$ cat src/hw/sdbk_pkg.sv
/*
 * constants, register map and types of the sd block and descriptor
 * status block. assumes an apb slave with 32-bit data and byte addresses.
 */
// Summary of operation
// - block count 1..65535 decrements per block; zero stops transfer
// - block count used only with counter enable set and multi-block mode
// - ten-bit block size, 1..1023 bytes; zero means no data moves
// - block size and count writes ignored while a transfer runs
// - bit 7 flags a command not issued after stop command error
// - stop command index, end bit, crc, timeout errors at bits 4..1
// - bit 0 set when stop command not executed, clear when executed
// - stop and descriptor error flags read-only, hardware cleared, reset zero
// - descriptor engine flags length mismatch at bit 2
// - error state field: 11 transfer, 01 fetch, 00 stopped, 10 reserved
// - 32-bit writable address of the descriptor entry being executed; fetch done adds 8, so during the transfer it holds the next entry
// - unimplemented bits of these registers read as zero
package sdbk_pkg;
    // ****************************************
    // register offsets
    // ****************************************
    localparam logic [7:0] OFS_BLKCON  = 8'h00;
    localparam logic [7:0] OFS_STOPSTS = 8'h04;
    localparam logic [7:0] OFS_DMASTS  = 8'h08;
    localparam logic [7:0] OFS_DMAADR  = 8'h0c;
    localparam logic [7:0] OFS_MODE    = 8'h10;
    localparam logic [7:0] OFS_INTSTS  = 8'h14;
    localparam logic [7:0] OFS_INTMSK  = 8'h18;
    localparam logic [7:0] OFS_XFERSTS = 8'h1c;
    // ****************************************
    // fields
    // ****************************************
    localparam int MODE_MULTI  = 0;
    localparam int MODE_BLOCK_COUNTER_ENABLE   = 1;
    localparam int MODE_START  = 8;
    localparam int MODE_STOP   = 9;
    localparam int BLOCKS_TO_TRANSFER_LSB  = 16;
    localparam int STS_NOTISS  = 7;
    localparam int STS_NEXEC   = 0;
    localparam int DMA_LENMIS  = 2;
    localparam int INT_DONE    = 0;
    localparam int INT_STOPERR = 1;
    localparam int INT_DMAERR  = 2;
    localparam int INT_W       = 3;
    // ****************************************
    // reset values and constants
    // ****************************************
    localparam logic [15:0] RST_BLOCKS_TO_TRANSFER = 16'h0000;
    localparam logic [9:0]  RST_TRANSFER_BLOCK_BYTES  = 10'h000;
    localparam logic [31:0] RST_DMAADR = 32'h0000_0000;
    localparam logic [31:0] DESC_STRIDE = 32'h0000_0008;
    // ****************************************
    // types
    // ****************************************
    typedef enum logic [1:0] {
        DST_STOP, DST_FETCH, DST_XFER
    } sdbk_dst_t;
    localparam logic [1:0] ERRST_XFER  = 2'b11;
    localparam logic [1:0] ERRST_FETCH = 2'b01;
    localparam logic [1:0] ERRST_STOP  = 2'b00;
endpackage : sdbk_pkg

$ cat src/hw/sdbk_edge_sync.sv
/*
 * two-flop synchroniser for the link clock pin with rising edge pulse.
 * assumes the pin is asynchronous to pclk and much slower than it.
 */
`timescale 1ns/1ps
module sdbk_edge_sync (
    input  wire logic pclk,
    input  wire logic presetn,
    input  wire logic pin,
    output logic      rise
);
    logic meta_r;
    logic sync_r;
    logic last_r;

    // ****************************************
    // sync and edge detect
    // ****************************************
    always_ff @(posedge pclk or negedge presetn) begin
        if (!presetn) begin
            meta_r <= 1'b0;
            sync_r <= 1'b0;
            last_r <= 1'b0;
            rise   <= 1'b0;
        end else begin
            meta_r <= pin;
            sync_r <= meta_r;
            last_r <= sync_r;
            rise   <= sync_r & ~last_r;
        end
    end
endmodule : sdbk_edge_sync

$ cat src/hw/sdbk_top.sv
/*
 * block count and size control, stop command status and descriptor dma
 * status with an apb slave and one level interrupt. assumes the command
 * path and descriptor engine report events as one-cycle pulses on pclk.
 */
`timescale 1ns/1ps
module sdbk_top (
    input  wire logic        pclk,
    input  wire logic        presetn,
    input  wire logic        psel,
    input  wire logic        penable,
    input  wire logic        pwrite,
    input  wire logic [7:0]  paddr,
    input  wire logic [31:0] pwdata,
    output logic [31:0]      prdata,
    output logic             pready,
    output logic             pslverr,
    output logic             irq,
    input  wire logic        sd_clk,
    input  wire logic        stop_rsp_vld,
    input  wire logic [3:0]  stop_rsp_err,
    input  wire logic        stop_rsp_nexec,
    input  wire logic        stop_issue_fail,
    input  wire logic        desc_fetch_start,
    input  wire logic        desc_fetch_done,
    input  wire logic        desc_xfer_done,
    input  wire logic        desc_len_mismatch,
    input  wire logic        desc_err,
    output logic             xfer_busy,
    output logic             stop_cmd_req
);
    import sdbk_pkg::*;

    typedef struct packed {
        logic [15:0]        blocks_to_transfer;
        logic [9:0]         transfer_block_bytes;
        logic               multi;
        logic               block_counter_enable;
        logic               busy;
        logic [9:0]         bytes;
        logic [7:0]         stopsts;
        sdbk_dst_t          dst;
        logic [1:0]         errst;
        logic               lenmis;
        logic [31:0]        dmaadr;
        logic [INT_W-1:0]   ists;
        logic [INT_W-1:0]   imsk;
        logic [31:0]        prdata;
        logic               pready;
        logic               pslverr;
        logic               irq;
        logic               stop_req;
    } sdbk_st_t;

    sdbk_st_t st_r;
    sdbk_st_t st_nxt;
    logic     link_rise;

    // ****************************************
    // link clock edges
    // ****************************************
    sdbk_edge_sync u_sync (
        .pclk    (pclk),
        .presetn (presetn),
        .pin     (sd_clk),
        .rise    (link_rise)
    );

    // ****************************************
    // register decode
    // ****************************************
    function automatic logic mapped(input logic [7:0] a);
        mapped = (a[1:0] == 2'b00) && (a <= OFS_XFERSTS);
    endfunction : mapped

    function automatic logic [31:0] rd_word(input logic [7:0] a,
                                            input sdbk_st_t s);
        rd_word = 32'h0000_0000;
        case (a)
            OFS_BLKCON:  rd_word = {s.blocks_to_transfer, 6'h00, s.transfer_block_bytes};
            OFS_STOPSTS: rd_word = {24'h00_0000, s.stopsts};
            OFS_DMASTS:  rd_word = {29'h0000_0000, s.lenmis, s.errst};
            OFS_DMAADR:  rd_word = s.dmaadr;
            OFS_MODE:    rd_word = {30'h0000_0000, s.block_counter_enable, s.multi};
            OFS_INTSTS:  rd_word = {29'h0000_0000, s.ists};
            OFS_INTMSK:  rd_word = {29'h0000_0000, s.imsk};
            OFS_XFERSTS: rd_word = {19'h0_0000, s.bytes, s.dst, s.busy};
            default:     rd_word = 32'h0000_0000;
        endcase
    endfunction : rd_word

    function automatic logic [1:0] err_code(input sdbk_dst_t d);
        case (d)
            DST_XFER:  err_code = ERRST_XFER;
            DST_FETCH: err_code = ERRST_FETCH;
            default:   err_code = ERRST_STOP;
        endcase
    endfunction : err_code

    // ****************************************
    // next state
    // ****************************************
    always_comb begin
        logic        wr;
        logic        blk_end;
        logic [15:0] cnt_dec;
        wr      = psel & penable & pwrite & st_r.pready;
        blk_end = 1'b0;
        cnt_dec = st_r.blocks_to_transfer - 16'h0001;
        st_nxt  = st_r;
        st_nxt.pready   = 1'b0;
        st_nxt.pslverr  = 1'b0;
        st_nxt.stop_req = 1'b0;

        // apb setup phase prepares the answer
        if (psel && !penable) begin
            st_nxt.pready  = 1'b1;
            st_nxt.pslverr = ~mapped(paddr);
            st_nxt.prdata  = rd_word(paddr, st_r);
        end

        // software writes
        if (wr) begin
            case (paddr)
                OFS_BLKCON: begin
                    if (!st_r.busy) begin
                        st_nxt.blocks_to_transfer = pwdata[BLOCKS_TO_TRANSFER_LSB +: 16];
                        st_nxt.transfer_block_bytes  = pwdata[9:0];
                    end
                end
                OFS_DMAADR: st_nxt.dmaadr = pwdata;
                OFS_MODE: begin
                    if (!st_r.busy) begin
                        st_nxt.multi = pwdata[MODE_MULTI];
                        st_nxt.block_counter_enable  = pwdata[MODE_BLOCK_COUNTER_ENABLE];
                    end
                    if (pwdata[MODE_START] && !st_r.busy &&
                        st_r.transfer_block_bytes != RST_TRANSFER_BLOCK_BYTES &&
                        !(pwdata[MODE_MULTI] && pwdata[MODE_BLOCK_COUNTER_ENABLE] &&
                          st_r.blocks_to_transfer == RST_BLOCKS_TO_TRANSFER)) begin
                        st_nxt.busy    = 1'b1;
                        st_nxt.bytes   = 10'h000;
                        st_nxt.stopsts = 8'h00;
                        st_nxt.errst   = ERRST_STOP;
                        st_nxt.lenmis  = 1'b0;
                    end else if (pwdata[MODE_STOP] && st_r.busy) begin
                        st_nxt.busy     = 1'b0;
                        st_nxt.stop_req = st_r.multi;
                    end
                end
                OFS_INTSTS: st_nxt.ists = st_r.ists & ~pwdata[INT_W-1:0];
                OFS_INTMSK: st_nxt.imsk = pwdata[INT_W-1:0];
                default: ;
            endcase
        end

        // byte and block counting on link edges
        if (st_r.busy && link_rise) begin
            if (st_r.bytes == st_r.transfer_block_bytes - 10'h001) begin
                st_nxt.bytes = 10'h000;
                blk_end      = 1'b1;
            end else begin
                st_nxt.bytes = st_r.bytes + 10'h001;
            end
        end
        if (blk_end) begin
            if (!st_r.multi) begin
                st_nxt.busy = 1'b0;
            end else if (st_r.block_counter_enable) begin
                st_nxt.blocks_to_transfer = cnt_dec;
                if (cnt_dec == 16'h0000) begin
                    st_nxt.busy     = 1'b0;
                    st_nxt.stop_req = 1'b1;
                end
            end
        end
        if (blk_end && st_nxt.busy == 1'b0) begin
            st_nxt.ists[INT_DONE] = 1'b1;
        end

        // stop command results, set after clears
        if (stop_rsp_vld) begin
            st_nxt.stopsts[4:1] = stop_rsp_err;
            st_nxt.stopsts[STS_NEXEC] = stop_rsp_nexec;
            if (stop_rsp_err != 4'h0 || stop_rsp_nexec) begin
                st_nxt.ists[INT_STOPERR] = 1'b1;
            end
        end
        if (stop_issue_fail) begin
            st_nxt.stopsts[STS_NOTISS] = 1'b1;
            st_nxt.ists[INT_STOPERR]   = 1'b1;
        end

        // descriptor engine tracking
        if (desc_err || desc_len_mismatch) begin
            st_nxt.errst = err_code(st_r.dst);
            if (desc_len_mismatch) begin
                st_nxt.lenmis = 1'b1;
            end
            st_nxt.dst = DST_STOP;
            st_nxt.ists[INT_DMAERR] = 1'b1;
        end else if (desc_fetch_done) begin
            st_nxt.dmaadr = st_r.dmaadr + DESC_STRIDE;
            st_nxt.dst    = DST_XFER;
        end else if (desc_fetch_start) begin
            st_nxt.dst = DST_FETCH;
        end else if (desc_xfer_done) begin
            st_nxt.dst = DST_STOP;
        end

        st_nxt.irq = |(st_nxt.ists & st_nxt.imsk);
    end

    // ****************************************
    // state register
    // ****************************************
    always_ff @(posedge pclk or negedge presetn) begin
        if (!presetn) begin
            st_r <= '{blocks_to_transfer: RST_BLOCKS_TO_TRANSFER, transfer_block_bytes: RST_TRANSFER_BLOCK_BYTES,
                      dmaadr: RST_DMAADR, dst: DST_STOP,
                      errst: ERRST_STOP, default: '0};
        end else begin
            st_r <= st_nxt;
        end
    end

    assign prdata       = st_r.prdata;
    assign pready       = st_r.pready;
    assign pslverr      = st_r.pslverr;
    assign irq          = st_r.irq;
    assign xfer_busy    = st_r.busy;
    assign stop_cmd_req = st_r.stop_req;
endmodule : sdbk_top

$ cat config.mk
export PLATFORM = sky130hd
export DESIGN_NAME = sdbk_top
export DESIGN_NICKNAME = d
export VERILOG_FILES = /design/src/hw/sdbk_pkg.sv /design/src/hw/sdbk_edge_sync.sv /design/src/hw/sdbk_top.sv
export SDC_FILE = /design/constraint.sdc
export NUM_CORES = 1
export LEC_CHECK = 0
export BUFFER_PORTS_ARGS = -buffer_cell sky130_fd_sc_hd__buf_4
export CORE_ASPECT_RATIO = 1.4
export CORE_UTILIZATION = 58
export CTS_CLUSTER_SIZE = 24
export DETAILED_ROUTE_END_ITERATION = 10
export GPL_TIMING_DRIVEN = 0
export PLACE_DENSITY = 0.8
export SYNTH_ARGS = -nofsm -noshare
export SYNTH_HDL_FRONTEND = slang
export SYNTH_HIERARCHICAL = 1
export SYNTH_SLANG_ARGS = --single-unit
$ cat constraint.sdc
create_clock -name pclk -period 4.4 [get_ports pclk]
set_input_delay 0.66 -clock pclk [delete_from_list [all_inputs] [get_ports pclk]]
set_output_delay 0.66 -clock pclk [all_outputs]
set_load 0.005 [all_outputs]
==> impl_metrics.yaml <==
global_routing:
  grt_first_pass_wirelength_um: 34300
  gr-total-overflow: 0
  grt_max_degree: 99
  track_usage: 0.357
  antenna_found_initial: 0
  grt_pass1_vias: 6764
logic_synthesis:
  syn-cell-area_um2: 7240
  syn_avg_cell_area_um2: 8.93
  synth_edf_count: 0
  synthDistinctLibCells: 71
  yosys_register_bits: 128
  postSynthCellCount: 811
  synth_warnings: 6
  synth_nets: 876
  synthFlopType: "dfrtp_1"
  async_reset_ff_frac: 1.00
  seq_area_frac_synth: 0.442
final_layout:
  final_cells: 1085
  layout_commonest_cell: "nand2_1"
  antenna_cells: 0
  layout_common_cells: "nand2_1 (131), dfrtp_1 (128), buf_4 (127)"
  layout-drive-gt1-share: 0.205
  fin_nets: 990
  area_delta_synth_final_pct: 20.3
timing:
  tns_ns: 0
  rsz0062_at_grt: "false"
  finalHoldViolCount: 0
  worst_slew_pin_slew_ns: 1.04
  holdWs_ns: 0.112
  period_share: 0.821
  fin_ws_ns: 0.786
  slew_headroom: 0.299
  setup_viol: 0
  slew_viol_final: 0
  clock_skew_ns: 0.00839
  fin_crit_ns: 3.61
  fmax_mhz: 277
power_and_ir_drop:
  p_clk_frac: 0.466
  leakage_nw: 3.87
  power-per-cell-area_nw_per_um2: 321
  switchingPower_w: 0.000760
  swShare: 0.272
  power_frac_comb: 0.083
  vdd.ir_drop.worst_mv: 0.259
  power.total_w: 0.00279
  intPower_w: 0.00203
  p_seq_frac: 0.452
clocking:
  cts-hold-fix-buffers: 0
  ctsHtreeMaxLevel: 4
  cts_max_path_buffers: 2
  post_cts_resized: 0
  cts_setup_buffers: 0
  clk_latency_ns: 0.42
  cts-root-buf: "clkbuf_16"
  clkSinkCount: 128
  numCtsBuffers: 17
  cts_tree: "done"
  clkTransAtPathRegs_ns: 0.06
placed_design:
  place_congestion: 0.949
  port_buffers: 94
  dp_slack_ns: 0.662
  dp_hpwl_um: 16200
  placedCellCount: 1053
routing:
  vias_per_cell: 6.30
  ant_nets: 0
  vias: 6835
  drt_wl_total_um: 21900
  wl_per_cell_um: 20.2
  drt_iter0_drc: 663
  drc_errors: 0
  first_pass_iters: 5
floorplanning:
  die_y_um: 134
  die_w_um: 96.4
  std_cell_rows: 47
  fp.coreArea_um2: 12000
  num_io_pins: 95
  dieArea_um2: 12900
  start_util: 0.603
run:
  maxCapViolCount: 0
setup_path:
  worstReg2RegEnd: "st_r[121]$_DFF_PN0_"
  worst-setup-path-type: "reg2reg"
  worstPathRequired_ns: 4.71
  end_kind: "register"
  r2r-start: "st_r[100]$_DFFE_PN0P_"
  rrSetupSlack_ns: 0.79
  arrival_ns: 3.92
  cp_max_fo: 10
  startpoint_type: "register"
  reg2reg_depth: 11
status:
  status: "completed"
worst_hold_path:
  holdCritPathClass: "in2async"
metal layers:
layer	wire, um	share of wire	global-route usage	vias up
met5	0	0	0	-
met4	1290	0.059	0.222	0
met3	1490	0.068	0.0692	97
met2	10800	0.49	0.584	392
met1	8280	0.38	0.426	3235
li1	-	-	-	3111
worst max-delay path by stage:
stage	from	end
after floorplan	st_r[100]$_DFFE_PN0P_	st_r[121]$_DFF_PN0_
after global placement	paddr[1]	st_r[105]$_DFFE_PN0P_
after detailed placement	paddr[1]	st_r[105]$_DFFE_PN0P_
after CTS	st_r[100]$_DFFE_PN0P_	st_r[121]$_DFF_PN0_
after global routing	st_r[110]$_DFF_PN0_	st_r[91]$_DFFE_PN0P_
final	st_r[100]$_DFFE_PN0P_	st_r[121]$_DFF_PN0_
logic make-up (layout without fill, tap and decap cells):
logic type,count (synthesis),after routing,share of synthesized area
AO/OA/AOI/OAI,210,210,0.202
XOR/XNOR,14,14,0.0188
adder cells (fa/ha/maj),7,7,0.0121
buffers and inverters,101,228,0.0726
flip-flops,128,128,0.442
multiplexers,26,26,0.0382
AND/OR/NAND/NOR,325,325,0.214
worst max-delay path, cell delays in order (launching register included):
cell	delay, ns
dfrtp_1	0.36
buf_2	0.18
inv_1	0.12
ha_1	0.20
nor3b_4	0.35
a41oi_1	0.17
or4_1	0.54
a211o_1	0.36
nor4_4	0.48
buf_6	0.22
mux2_1	0.33
o21a_1	0.18
layout make-up:
cell class                 instances  area [um^2]
tap                              147          184
inverter                          18         67.6
timing repair buffer              95          737
clock inverter                    14          110
fill                             935         3290
buffer                            83          458
clock buffer                      18          429
multi-input combinational        582         3520
sequential                       128         3200
sequential cells by signal (all words and copies together) (netlist names):
register	flops
irq	1
u_sync/last_r	1
pready	1
u_sync/sync_r	1
st_r	87
pslverr	1
u_sync/meta_r	1
stop_cmd_req	1
u_sync/rise	1
xfer_busy	1
prdata	32
cells in the mapped netlist (6+ instances only):
library cell | count | area [um^2]
a22oi_1 | 21 | 158
o21ai_1 | 8 | 40.0
inv_1 | 18 | 67.6
nand2b_1 | 6 | 37.5
a22o_1 | 7 | 61.3
o22ai_1 | 8 | 50.1
a21o_1 | 9 | 67.6
nand4_1 | 6 | 37.5
o21ai_0 | 50 | 250
a211oi_1 | 9 | 67.6
o2bb2ai_1 | 7 | 61.3
mux2i_1 | 13 | 130
o21bai_1 | 6 | 45.0
a21oi_1 | 26 | 130
and2_1 | 12 | 75.1
mux2_2 | 8 | 90.1
ha_1 | 7 | 87.6
a221oi_1 | 7 | 61.3
dfrtp_1 | 128 | 3200
nand2_1 | 131 | 492
clkbuf_1 | 39 | 146
and3_1 | 11 | 68.8
a311oi_1 | 6 | 52.6
xnor2_1 | 12 | 105
nor3_1 | 28 | 140
buf_4 | 34 | 255
nor4_1 | 10 | 62.6
nor2_1 | 70 | 263
nand3_1 | 24 | 120
o21a_1 | 10 | 75.1
per-stage QoR:
step	util	cell area, um^2
floorplan	-	7240
detailed placement	0.681	8170
global route	0.726	8710
global placement	0.678	8130
CTS	0.726	8710
finish	0.726	8710
power by group through the flow:
stage,clock (W),sequential [W],combinational (W)
2_1_floorplan,0,0.00127,0.000112
3_3_place_gp,0,0.00128,0.000215
3_5_place_dp,0,0.00128,0.000227
4_1_cts,0.00130,0.00126,0.000230
5_1_grt,0.00136,0.00126,0.000254
6_report,0.00130,0.00126,0.000231
(Power assumes the default switching activity.)
